--- config.mk ---
export PLATFORM = sky130hd
export DESIGN_NAME = sep_eeprom
export DESIGN_NICKNAME = d
export VERILOG_FILES = /design/src/inc/sep_pkg.sv /design/src/inc/sep_stream_if.sv /design/src/hdl/sep_eeprom.sv /design/src/hdl/sep_fifo.sv /design/src/hdl/sep_mem.sv
export SDC_FILE = /design/constraint.sdc
export NUM_CORES = 2
export LEC_CHECK = 0
export BUFFER_PORTS_ARGS = -buffer_cell sky130_fd_sc_hd__buf_4
export CORE_MARGIN = 2
export CORE_UTILIZATION = 53
export CTS_BUF_LIST = sky130_fd_sc_hd__clkbuf_16
export DETAILED_ROUTE_END_ITERATION = 16
export PLACE_DENSITY = 0.68
export SYNTH_ARGS = -nofsm -noshare
export SYNTH_HDL_FRONTEND = slang
export SYNTH_SLANG_ARGS = --single-unit
--- constraint.sdc ---
create_clock -name sys_clk_i -period 19.1 [get_ports sys_clk_i]
set_input_delay 2.865 -clock sys_clk_i [delete_from_list [all_inputs] [get_ports sys_clk_i]]
set_output_delay 2.865 -clock sys_clk_i [all_outputs]
set_load 0.01 [all_outputs]
--- src/inc/sep_pkg.sv ---
`default_nettype none
package sep_pkg;
    localparam int unsigned  DATA_W       = 8;
    localparam int unsigned  MEM_DEPTH    = 256;
    localparam int unsigned  FIFO_DEPTH   = 2;
    // Device-type code value is arbitrary.
    localparam logic [3:0]   DEV_CODE     = 4'h5;
    localparam int unsigned  CODE_MSB     = 7;
    localparam int unsigned  CODE_LSB     = 4;
    localparam int unsigned  RW_POS       = 0;
    localparam logic [3:0]   CNT_BYTE     = 4'h8;
    localparam logic [3:0]   CNT_ACK      = 4'h9;
    localparam logic [3:0]   CNT_TX_LAST  = 4'h7;
    localparam logic [7:0]   IDLE_BYTE    = 8'hff;
    localparam int unsigned  SYNC_N       = 5;
    localparam int unsigned  SYN_SCL      = 0;
    localparam int unsigned  SYN_SDA      = 1;
    localparam int unsigned  SYN_WP       = 2;
    localparam int unsigned  SYN_LOW      = 3;
    localparam int unsigned  SYN_BUSY     = 4;
    localparam logic [4:0]   SYNC_RST     = 5'h03;

    typedef enum logic [2:0] {
        ST_IDLE,
        ST_CTRL,
        ST_WORD,
        ST_WDATA,
        ST_SEND,
        ST_MACK
    } sep_state_t;
endpackage : sep_pkg
`default_nettype wire

--- src/inc/sep_stream_if.sv ---
`timescale 1ns/100ps
`default_nettype none
interface sep_stream_if #(parameter int unsigned W = 8) ();
    logic         valid;
    logic         ready;
    logic [W-1:0] data;
    modport src (output valid, output data, input ready);
    modport snk (input valid, input data, output ready);
endinterface : sep_stream_if
`default_nettype wire

--- src/hdl/sep_eeprom.sv ---
// What this block does
// - Write-protect high blocks every memory write.
// - Pointer holds last accessed location plus one.
// - Read address acked, then pointer byte shifted.
// - Master nack ends read; device releases data.
// - Repeated start abandons write, keeps loaded pointer.
// - Master ack makes device send next byte.
// - Pointer advances after every byte operation.
// - Whole array readable in one sequential read.
// - Data line driven open-drain, low only.
// - Data changes only while clock is low.
// - Write-protect low allows normal reads and writes.
// - Write-protect never changes read behaviour.
// - Chip-select inputs are ignored completely.
// - Low supply flag disables all writes.
// - Respond only when upper nibble matches code.
// - No acknowledge while programming is busy.
// - First byte after write control loads pointer.
// - Acknowledge held low through ninth clock high.
`timescale 1ns/100ps
`default_nettype none
module sep_eeprom #(
    parameter int unsigned MEM_DEPTH = sep_pkg::MEM_DEPTH,
    parameter logic [3:0]  DEV_CODE  = sep_pkg::DEV_CODE
) (
    input  wire logic       sys_clk_i,
    input  wire logic       resetn_i,
    input  wire logic       scl_i,
    input  wire logic       sda_i,
    output var  logic       sda_o,
    output var  logic       sda_oe_o,
    input  wire logic       wp_i,
    input  wire logic       supply_low_i,
    input  wire logic       prog_busy_i,
    input  wire logic [2:0] unused_select_inputs_i
);
    import sep_pkg::*;
    localparam int unsigned AW = $clog2(MEM_DEPTH);

    logic [SYNC_N-1:0] raw, s1_r, s2_r, s3_r, q_r;
    logic              scl_d_r, sda_d_r, scl_q, sda_q, wp_q, low_q, busy_q;
    sep_state_t        st_r;
    logic [3:0]        bitcnt_r;
    logic [7:0]        shreg_r;
    logic [7:0]        txreg_r;
    logic              tx_on_r;
    logic              ack_r;
    logic              mack_r;
    logic [AW-1:0]     ptr_r;
    logic              fetch_pend_r;
    logic              rvalid_r;
    logic [7:0]        rdata;
    logic              scl_rise, scl_fall, start, stop, rx_st, dec, slot_end;
    logic              code_ok, ack_ok, rd_ack, mack_rise, fetch_req, fetch_go;
    logic              wr_byte, mem_we, ptr_load, tx_load, tx_shift, send_end;

    sep_stream_if #(.W(DATA_W)) fill_s ();
    sep_stream_if #(.W(DATA_W)) drain_s ();

    // The select inputs are deliberately left unread.
    assign raw = {prog_busy_i, supply_low_i, wp_i, sda_i, scl_i};

    // A pin value is accepted once the second and third stages agree.
    for (genvar i = 0; i < SYNC_N; i++) begin : g_sync
        always_ff @(posedge sys_clk_i or negedge resetn_i) begin
            if (!resetn_i) begin
                s1_r[i] <= SYNC_RST[i];
                s2_r[i] <= SYNC_RST[i];
                s3_r[i] <= SYNC_RST[i];
                q_r[i]  <= SYNC_RST[i];
            end else begin
                s1_r[i] <= raw[i];
                s2_r[i] <= s1_r[i];
                s3_r[i] <= s2_r[i];
                if (s2_r[i] == s3_r[i]) begin
                    q_r[i] <= s3_r[i];
                end
            end
        end
    end

    assign scl_q  = q_r[SYN_SCL];
    assign sda_q  = q_r[SYN_SDA];
    assign wp_q   = q_r[SYN_WP];
    assign low_q  = q_r[SYN_LOW];
    assign busy_q = q_r[SYN_BUSY];

    always_ff @(posedge sys_clk_i or negedge resetn_i) begin
        if (!resetn_i) begin
            scl_d_r <= 1'b1;
            sda_d_r <= 1'b1;
        end else begin
            scl_d_r <= scl_q;
            sda_d_r <= sda_q;
        end
    end

    assign scl_rise = scl_q & ~scl_d_r;
    assign scl_fall = ~scl_q & scl_d_r;
    assign start    = scl_q & scl_d_r & sda_d_r & ~sda_q;
    assign stop     = scl_q & scl_d_r & ~sda_d_r & sda_q;

    assign rx_st    = (st_r == ST_CTRL) || (st_r == ST_WORD) || (st_r == ST_WDATA);
    assign dec      = rx_st && scl_fall && (bitcnt_r == CNT_BYTE);
    assign slot_end = rx_st && scl_fall && (bitcnt_r == CNT_ACK);
    assign code_ok  = (shreg_r[CODE_MSB:CODE_LSB] == DEV_CODE);
    assign ack_ok   = !busy_q && ((st_r != ST_CTRL) || code_ok);
    assign rd_ack   = dec && (st_r == ST_CTRL) && ack_ok && shreg_r[RW_POS];
    assign mack_rise = (st_r == ST_MACK) && scl_rise;
    assign fetch_req = rd_ack || (mack_rise && !sda_q);
    assign fetch_go = (fetch_req || fetch_pend_r) && fill_s.ready && !rvalid_r
                      && !start && !stop;
    assign wr_byte  = dec && (st_r == ST_WDATA) && ack_ok;
    assign mem_we   = wr_byte && !wp_q && !low_q;
    assign ptr_load = dec && (st_r == ST_WORD) && ack_ok;
    assign tx_load  = (slot_end && (st_r == ST_CTRL) && ack_r && shreg_r[RW_POS])
                      || ((st_r == ST_MACK) && scl_fall && mack_r);
    assign tx_shift = (st_r == ST_SEND) && scl_fall && (bitcnt_r != CNT_TX_LAST);
    assign send_end = (st_r == ST_SEND) && scl_fall && (bitcnt_r == CNT_TX_LAST);

    always_ff @(posedge sys_clk_i or negedge resetn_i) begin
        if (!resetn_i) begin
            st_r     <= ST_IDLE;
            bitcnt_r <= '0;
        end else if (start) begin
            st_r     <= ST_CTRL;
            bitcnt_r <= '0;
        end else if (stop) begin
            st_r     <= ST_IDLE;
            bitcnt_r <= '0;
        end else begin
            unique case (st_r)
                ST_IDLE: begin
                    bitcnt_r <= '0;
                end
                ST_CTRL, ST_WORD, ST_WDATA: begin
                    if (scl_rise && bitcnt_r < CNT_BYTE) begin
                        bitcnt_r <= bitcnt_r + 4'h1;
                    end else if (dec) begin
                        bitcnt_r <= CNT_ACK;
                    end else if (slot_end) begin
                        bitcnt_r <= '0;
                        if (!ack_r) begin
                            st_r <= ST_IDLE;
                        end else if (st_r == ST_CTRL) begin
                            st_r <= shreg_r[RW_POS] ? ST_SEND : ST_WORD;
                        end else begin
                            st_r <= ST_WDATA;
                        end
                    end
                end
                ST_SEND: begin
                    if (send_end) begin
                        st_r     <= ST_MACK;
                        bitcnt_r <= '0;
                    end else if (scl_fall) begin
                        bitcnt_r <= bitcnt_r + 4'h1;
                    end
                end
                ST_MACK: begin
                    if (scl_fall) begin
                        st_r     <= mack_r ? ST_SEND : ST_IDLE;
                        bitcnt_r <= '0;
                    end
                end
                default: begin
                    st_r     <= ST_IDLE;
                    bitcnt_r <= '0;
                end
            endcase
        end
    end

    always_ff @(posedge sys_clk_i or negedge resetn_i) begin
        if (!resetn_i) begin
            shreg_r <= '0;
        end else if (rx_st && scl_rise && bitcnt_r < CNT_BYTE) begin
            shreg_r <= {shreg_r[6:0], sda_q};
        end
    end

    // The acknowledge is driven from the eighth falling edge to the ninth.
    always_ff @(posedge sys_clk_i or negedge resetn_i) begin
        if (!resetn_i) begin
            ack_r <= 1'b0;
        end else if (start || stop) begin
            ack_r <= 1'b0;
        end else if (dec) begin
            ack_r <= ack_ok;
        end else if (slot_end) begin
            ack_r <= 1'b0;
        end
    end

    always_ff @(posedge sys_clk_i or negedge resetn_i) begin
        if (!resetn_i) begin
            mack_r <= 1'b0;
        end else if (mack_rise) begin
            mack_r <= ~sda_q;
        end
    end

    always_ff @(posedge sys_clk_i or negedge resetn_i) begin
        if (!resetn_i) begin
            txreg_r <= IDLE_BYTE;
            tx_on_r <= 1'b0;
        end else if (start || stop) begin
            txreg_r <= IDLE_BYTE;
            tx_on_r <= 1'b0;
        end else if (tx_load) begin
            txreg_r <= drain_s.valid ? drain_s.data : IDLE_BYTE;
            tx_on_r <= 1'b1;
        end else if (tx_shift) begin
            txreg_r <= {txreg_r[6:0], 1'b1};
        end else if (send_end) begin
            txreg_r <= IDLE_BYTE;
            tx_on_r <= 1'b0;
        end
    end

    assign sda_o    = 1'b0;
    assign sda_oe_o = ack_r || (tx_on_r && !txreg_r[7]);

    always_ff @(posedge sys_clk_i or negedge resetn_i) begin
        if (!resetn_i) begin
            ptr_r <= '0;
        end else if (ptr_load) begin
            ptr_r <= shreg_r[AW-1:0];
        end else if (wr_byte || fetch_go) begin
            ptr_r <= ptr_r + AW'(1);
        end
    end

    always_ff @(posedge sys_clk_i or negedge resetn_i) begin
        if (!resetn_i) begin
            fetch_pend_r <= 1'b0;
            rvalid_r     <= 1'b0;
        end else begin
            rvalid_r <= fetch_go;
            if (start || stop || fetch_go) begin
                fetch_pend_r <= 1'b0;
            end else if (fetch_req) begin
                fetch_pend_r <= 1'b1;
            end
        end
    end

    sep_mem #(.DEPTH(MEM_DEPTH), .W(DATA_W), .AW(AW)) u_mem (
        .sys_clk_i (sys_clk_i),
        .we_i      (mem_we),
        .waddr_i   (ptr_r),
        .wdata_i   (shreg_r),
        .re_i      (fetch_go),
        .raddr_i   (ptr_r),
        .rdata_o   (rdata)
    );

    assign fill_s.valid  = rvalid_r;
    assign fill_s.data   = rdata;
    assign drain_s.ready = tx_load;

    sep_fifo #(.W(DATA_W), .DEPTH(FIFO_DEPTH)) u_fifo (
        .sys_clk_i (sys_clk_i),
        .resetn_i  (resetn_i),
        .flush_i   (start || stop),
        .in_s      (fill_s.snk),
        .out_s     (drain_s.src)
    );

    property p_wp_block;
        @(posedge sys_clk_i) disable iff (!resetn_i) mem_we |-> !wp_q;
    endproperty
    a_wp_block: assert property (p_wp_block)
        else $error("Write with protect high.");
    property p_low_block;
        @(posedge sys_clk_i) disable iff (!resetn_i) mem_we |-> !low_q && !busy_q;
    endproperty
    a_low_block: assert property (p_low_block)
        else $error("Write with low supply.");
    property p_busy_noack;
        @(posedge sys_clk_i) disable iff (!resetn_i) $rose(ack_r) |-> !$past(busy_q);
    endproperty
    a_busy_noack: assert property (p_busy_noack)
        else $error("Acknowledge while busy.");
    property p_code_match;
        @(posedge sys_clk_i) disable iff (!resetn_i)
            ($rose(ack_r) && st_r == ST_CTRL) |-> $past(shreg_r[7:4]) == DEV_CODE;
    endproperty
    a_code_match: assert property (p_code_match)
        else $error("Acknowledged foreign code.");
    property p_oe_scl_low;
        @(posedge sys_clk_i) disable iff (!resetn_i)
            $changed(sda_oe_o) |-> !$past(scl_q) || $past(start) || $past(stop);
    endproperty
    a_oe_scl_low: assert property (p_oe_scl_low)
        else $error("Data changed while clock high.");
    property p_ptr_inc;
        @(posedge sys_clk_i) disable iff (!resetn_i)
            (fetch_go && !ptr_load) |=> ptr_r == $past(ptr_r) + AW'(1);
    endproperty
    a_ptr_inc: assert property (p_ptr_inc)
        else $error("Pointer not advanced.");
    property p_next_byte;
        @(posedge sys_clk_i) disable iff (!resetn_i)
            (st_r == ST_MACK && scl_fall && mack_r && !start && !stop) |=> st_r == ST_SEND;
    endproperty
    a_next_byte: assert property (p_next_byte)
        else $error("No next byte after ack.");
    property p_nack_release;
        @(posedge sys_clk_i) disable iff (!resetn_i)
            (st_r == ST_MACK && scl_fall && !mack_r) |=> (!sda_oe_o)[*4];
    endproperty
    a_nack_release: assert property (p_nack_release)
        else $error("Data driven after nack.");
    property p_read_send;
        @(posedge sys_clk_i) disable iff (!resetn_i)
            (slot_end && st_r == ST_CTRL && ack_r && shreg_r[RW_POS] && !start && !stop)
            |=> st_r == ST_SEND && tx_on_r;
    endproperty
    a_read_send: assert property (p_read_send)
        else $error("Read not started after ack.");
    property p_ack_hold;
        @(posedge sys_clk_i) disable iff (!resetn_i)
            (ack_r && scl_rise && !start && !stop) |=> ack_r[*2];
    endproperty
    a_ack_hold: assert property (p_ack_hold)
        else $error("Acknowledge dropped in high phase.");
    property p_restart_keep;
        @(posedge sys_clk_i) disable iff (!resetn_i)
            (start && !ptr_load && !wr_byte) |=> st_r == ST_CTRL && ptr_r == $past(ptr_r);
    endproperty
    a_restart_keep: assert property (p_restart_keep)
        else $error("Repeated start lost pointer.");
endmodule : sep_eeprom
`default_nettype wire

--- src/hdl/sep_fifo.sv ---
`timescale 1ns/100ps
`default_nettype none
module sep_fifo #(
    parameter int unsigned W     = sep_pkg::DATA_W,
    parameter int unsigned DEPTH = sep_pkg::FIFO_DEPTH
) (
    input  wire logic     sys_clk_i,
    input  wire logic     resetn_i,
    input  wire logic     flush_i,
    sep_stream_if.snk     in_s,
    sep_stream_if.src     out_s
);
    import sep_pkg::*;

    localparam int unsigned PW = (DEPTH > 1) ? $clog2(DEPTH) : 1;

    logic [W-1:0] slot_r [DEPTH];
    logic [PW-1:0] wr_r;
    logic [PW-1:0] rd_r;
    logic [PW:0]   cnt_r;
    logic          push;
    logic          pop;

    assign in_s.ready  = (cnt_r != (PW+1)'(DEPTH));
    assign out_s.valid = (cnt_r != '0);
    assign out_s.data  = slot_r[rd_r];
    assign push        = in_s.valid & in_s.ready & ~flush_i;
    assign pop         = out_s.valid & out_s.ready & ~flush_i;

    always_ff @(posedge sys_clk_i) begin
        if (push) begin
            slot_r[wr_r] <= in_s.data;
        end
    end

    always_ff @(posedge sys_clk_i or negedge resetn_i) begin
        if (!resetn_i) begin
            wr_r  <= '0;
            rd_r  <= '0;
            cnt_r <= '0;
        end else if (flush_i) begin
            wr_r  <= '0;
            rd_r  <= '0;
            cnt_r <= '0;
        end else begin
            if (push) begin
                wr_r <= (wr_r == PW'(DEPTH - 1)) ? '0 : wr_r + PW'(1);
            end
            if (pop) begin
                rd_r <= (rd_r == PW'(DEPTH - 1)) ? '0 : rd_r + PW'(1);
            end
            if (push && !pop) begin
                cnt_r <= cnt_r + (PW+1)'(1);
            end else if (pop && !push) begin
                cnt_r <= cnt_r - (PW+1)'(1);
            end
        end
    end
endmodule : sep_fifo
`default_nettype wire

--- src/hdl/sep_mem.sv ---
`timescale 1ns/100ps
`default_nettype none
module sep_mem #(
    parameter int unsigned DEPTH = sep_pkg::MEM_DEPTH,
    parameter int unsigned W     = sep_pkg::DATA_W,
    parameter int unsigned AW    = $clog2(DEPTH)
) (
    input  wire logic          sys_clk_i,
    input  wire logic          we_i,
    input  wire logic [AW-1:0] waddr_i,
    input  wire logic [W-1:0]  wdata_i,
    input  wire logic          re_i,
    input  wire logic [AW-1:0] raddr_i,
    output var  logic [W-1:0]  rdata_o
);
    import sep_pkg::*;

    logic [W-1:0] cell_r [DEPTH];

    always_ff @(posedge sys_clk_i) begin
        if (we_i) begin
            cell_r[waddr_i] <= wdata_i;
        end
    end

    always_ff @(posedge sys_clk_i) begin
        if (re_i) begin
            rdata_o <= cell_r[raddr_i];
        end
    end
endmodule : sep_mem
`default_nettype wire

Yosys cells after proc, flatten, opt, wreduce, memory -nomap -nowiden
Memories as Yosys holds them, arrays and structs flattened. A register that Yosys moved wholly into a read port is not among the register bits. Index checks and enable logic that the tools add are counted.

Add/sub/neg operators: 6. Order comparisons: 1. Eq/ne operators: 26. Mux-type cells: 50. Bitwise logic cells: 16. Reduce and logical (&&, ||, !) cells: 67.

Operators with widths (count): two-way mux 8 bit (7); logical AND 1 bit (33); two-way mux 3 bit (11); two-way mux 4 bit (8); != test 4 bit, second input constant (5); two-way mux 1 bit (19); one-hot mux 3 bit (4 select lines) (1); one-hot mux 4 bit (3 select lines) (1); AND 1 bit (11); zero test 1 bit (10); logical OR 1 bit (10); nonzero test 2 bit (5); nonzero test 3 bit (3); adder 8 x 1 -> 8 bit, second input constant (1); equality test 4 x 3 -> 1 bit, second input constant (2); equality test 4 bit, second input constant (2); equality test 3 x 2 -> 1 bit, second input constant (2); equality test 3 bit, second input constant (2); two-way mux 2 bit (3); != test 3 x 1 -> 1 bit, second input constant (2); != test 6 bit, second input constant (1); AND reduction 6 bit (1); equality test 1 bit (5); != test 5 bit, second input constant (1); other kinds (15) (20).

Flip-flop bits (word level): 62. Memory bits (writable): 2064. Bits of input ports: 10. Output and inout bits: 2. Logic and storage cells: 203. Memories: 2.

Memories: u_mem.cell_r (depth 256, width 8, rd ports 1, clocked after Yosys merged registers in 1, write ports 1, line sep_mem.sv:18) `logic [W-1:0] cell_r [DEPTH];`; u_fifo.slot_r (depth 2, width 8, rd ports 1, clocked after Yosys merged registers in 0, write ports 1, line sep_fifo.sv:17) `logic [W-1:0] slot_r [DEPTH];`.

Depth between registers and ports, before layout
Word-level depth: 17. Depth in mapped cells: 10. Gate-level depth less buffers: 10.

Cells and area by module
From an unflattened synthesis, not the netlist that was laid out.

Cells, all modules: 4062. Area, all modules: 83314.9 um^2.

By module, submodules not included: sep_mem (times used 1, cells each 3733, area each 79636.4 um^2, sequential area each 61739.2 um^2); sep_eeprom (times used 1, cells each 278, area each 2876.5 um^2, sequential area each 1473.9 um^2); sep_fifo (times used 1, cells each 51, area each 802.0 um^2, sequential area each 580.6 um^2).

Worst setup path after synthesis
No wires, ideal clock.

Path type: reg2reg. From: reg shreg_r[0]. To: reg u_mem.rdata_o[0] (read register of u_mem.cell_r) (enable). Library setup time: 424 ps. Arrival time: 5629 ps. Data required time: 18676 ps. Slack: 13047 ps. Cell stages (with the launch flop): 4. Buffers on the path: 0. Period minus slack after synthesis: 6053 ps. Path through: dfrtp_1 > and4bb_2 > nand3_1 > a2111oi_0.

Word-level cells in the longest chain between the ends: 7.

RTL lines: start, declared (line sep_eeprom.sv:44) `logic [7:0] shreg_r;`; start signal, assigned (line sep_eeprom.sv:178) `shreg_r <= {shreg_r[6:0], sda_q};`; logical AND 1 bit (line sep_eeprom.sv:108) `assign rd_ack = dec && (st_r == ST_CTRL) && ack_ok && shreg_r[RW_POS];`; logical OR 1 bit (line sep_eeprom.sv:110) `assign fetch_req = rd_ack || (mack_rise && !sda_q);`; logical OR 1 bit (line sep_eeprom.sv:111) `assign fetch_go = (fetch_req || fetch_pend_r) && fill_s.ready && !rvalid_r`; logical AND 1 bit (2 in series) (line sep_eeprom.sv:111); logical AND 1 bit (2 in series) (line sep_eeprom.sv:112) `&& !start && !stop;`; named net fetch_go (line sep_eeprom.sv:54) `logic code_ok, ack_ok, rd_ack, mack_rise, fetch_req, fetch_go;`; end, declared (line sep_mem.sv:14) `output var logic [W-1:0] rdata_o`.

The timed path passes the listed nets, and every way through them passes these cells. A chain may end at the register's enable or synchronous reset.

==> impl_metrics.ini <==
[timing]
setup_viol = 0
rsz0062_at_grt = false
hold_viol = 0
final_max_slew_viol_count = 0
finalClockSkew_ps = 27.44
worst_slew_pin_slew_ps = 1398
fmax_mhz = 159.2
relSlewSlack = 0.05569
fin_crit_ps = 6280
min_period_over_period = 0.3288
setup_tns_ps = 0
holdWs_ps = 348.2

[floorplanning]
core-area_um2 = 154000
io_pins = 12
dieArea_um2 = 158300
initial_core_util = 0.5337
die_w_um = 397.9
rows = 144
fp.dieH_um = 397.9

[critical_path]
reg2reg_slack_ps = 12820
start_kind = register
critPathTopFamily = buffers and inverters
crit_slowest_cell = o41ai_1
reg2reg_to = u_mem.rdata_o[1]
path_buf_inv = 3
cpMostUsedCell = buf_4
reg2reg_depth = 8
crit_fanout = 49
end_kind = register
crit_type = reg -> reg
arrival_ps = 6800
r2r-start = ptr_r[0]
path_cells = buf_4 > buf_4 > buf_4 > mux4_2 > a22oi_1 > a21oi_1 > o41ai_1 > nand4_1
crit_path_max_incr_delay_ps = 1130
cp.required_ps = 19620

[finish]
fin_nets = 3908
antenna_cells = 0
fin_cells = 6106
area_growth_pct = 10.73
drive_gt1_frac = 0.2356
post-route-util = 0.5910

[worst_hold_path]
hold_end = s2_r[3]
min_path_cells = 0
min_path_type = reg -> reg
min_from = s1_r[3]

[placement]
post-dp-hpwl_um = 104600
post-place-cells = 5724
port_buffers = 7
globalplace.congestion = 0.8511

[synth]
syn_area_um2 = 82220
synth_flop_cell = edfxtp_1
yosys_warnings = 0
yosysMostFrequentCell = edfxtp_1
synth_seq_cells = 2134
synthArstFlopShare = 0.02905
yosysTopAreaCell = edfxtp_1
synth_top_area_share = 0.7568
synth_area_per_cell_um2 = 21.43
synthTopCellsByArea = edfxtp_1 76%, mux4_2 14%, a22oi_1 2.4%
synth_cell_type_count = 63
synth-seq-area-share = 0.7759
netlist_instances = 3836
ys_top_cells_by_count = 2072 x edfxtp_1, 512 x mux4_2, 287 x nor2_1, 262 x a22oi_1, 144 x a21oi_1
synth_nets = 3854
synth_edf_count = 2072

[route]
vias = 38900
routed_wl_um = 183700
via_per_inst = 6.371
first_pass_iters = 6
drc_errors = 0
routedWlPerCell_um = 30.08
ant_nets = 0
drtIter0Drc = 4611

[global_route]
busiest_layer = met2
grt_pass1_vias = 39210
grt_overflow = 0
grt_pass1_wl_um = 267800
grt_max_degree = 200
grt_usage = 0.2340
antenna_found_initial = 5
grt_use_met1 = 0.3361
grt.met3_usage = 0.04537
met2_usage = 0.3657

[clock_tree]
insertion_delay_ps = 830
clkTransAtPathRegs_ps = 60
postCtsSetupBuffers = 0
clk_path_buf_depth = 3
numClockSinks = 2134
cts-resized-gates = 0
htreeDepth = 4
cts_tree = built
cts_buffers = 208
cts-root-buf = clkbuf_16
ctsHoldBuffers = 0

[run]
cap_violations = 0

[power_and_ir_drop]
power_mw = 10.34
p_int_mw = 7.942
seq_power_share = 0.522
power_density_nw_per_um2 = 113.5
p_comb_frac = 0.093
clkPwrFrac = 0.384
vdd_ir_drop_max_mv = 0.09206
power.switching_mw = 2.393
p_leak_nw = 27.41
swShare = 0.2315

[run_status]
status = completed
## layer usage
| layer | up-vias | part of all wire |
|---|---|---|
| met3 | 323 | 0.085 |
| li1 | 16230 | - |
| met1 | 20550 | 0.40 |
| met4 | 6 | 0.031 |
| met5 | - | 0.00019 |
| met2 | 1793 | 0.48 |
## power by group through the flow
stage	combinational (mW)	clock [mW]	sequential, mW
6_report	0.965	3.97	5.40
5_1_grt	1.03	4.19	5.41
4_1_cts	0.983	4.02	5.40
3_5_place_dp	0.980	0	5.50
3_3_place_gp	0.959	0	5.49
2_1_floorplan	0.669	0	5.54
## worst reg2reg max path, delay by kind of cell (launching register included)
| family | cells | cell delay, ps |
|---|---|---|
| mux | 1 | 650 |
| simple gates | 1 | 180 |
| buf+inv | 3 | 2460 |
| compound gates | 3 | 1600 |
| flops | 1 | 1090 |
## worst max path at each step
stage / to / depth (start not counted) / slack (ps) / from
finish: u_mem.rdata_o[1] / 8 / 12820 / ptr_r[0]
global route: u_mem.rdata_o[2] / 8 / 12390 / ptr_r[0]
CTS: u_mem.rdata_o[1] / 8 / 12800 / ptr_r[0]
detailed placement: u_mem.rdata_o[1] / 8 / 12810 / ptr_r[0]
global placement: u_mem.rdata_o[1] / 8 / 12850 / ptr_r[0]
floorplan: u_mem.rdata_o[0] / 3 / 13050 / shreg_r[0]
## kinds of logic (layout without fill, tap and decap cells)
family / after synthesis / count (layout) / synth area share
DFF: 2134 / 2134 / 0.7759
muxes: 541 / 541 / 0.1440
AOI/OAI and AO/OA: 481 / 481 / 0.03983
and+or+nand+nor: 403 / 403 / 0.02292
buffers and inverters: 257 / 483 / 0.01485
adders and majority gates: 13 / 13 / 0.001826
xor gates and xnor gates: 6 / 6 / 0.0006391
other: 1 / 1 / 0.00004561
## state kept, by name (all words and copies together) (netlist names), 2 cells and up
| register | flops |
|---|---|
| u_mem.cell_r | 2048 |
| s3_r | 5 |
| ptr_r | 8 |
| bitcnt_r | 4 |
| u_mem.rdata_o | 8 |
| shreg_r | 8 |
| u_fifo.cnt_r | 2 |
| s2_r | 5 |
| s1_r | 5 |
| st_r | 3 |
| txreg_r | 8 |
| u_fifo.slot_r | 16 |
## cells in the final DEF (no fill, tap or decap), types with 34 or more instances in the layout
master / instances
dfrtp_1: 34
buf_4: 80
mux4_2: 512
a21oi_1: 144
clkinv_1: 48
nor2_1: 286
a22oi_1: 262
inv_1: 78
clkbuf_16: 212
edfxtp_1: 2072
## area by class of cell
| type | instances | area (um^2) |
|---|---|---|
| tap | 2044 | 2557 |
| sequential | 2134 | 63830 |
| fill | 10840 | 63010 |
| timing repair buffer | 83 | 660.6 |
| inverter | 18 | 67.56 |
| multi-input combinational | 1445 | 17300 |
| clock buffer | 212 | 5305 |
| clock inverter | 170 | 1323 |
## per-stage QoR
stage | setup slack [ps] | instance area, um^2
after floorplan | 13050 | 82220
after detailed placement | 12810 | 84410
final | 12820 | 91040
after global routing | 12390 | 91040
after CTS | 12800 | 91040
after global placement | 12850 | 84410
Power figures use the tool's default switching activity.
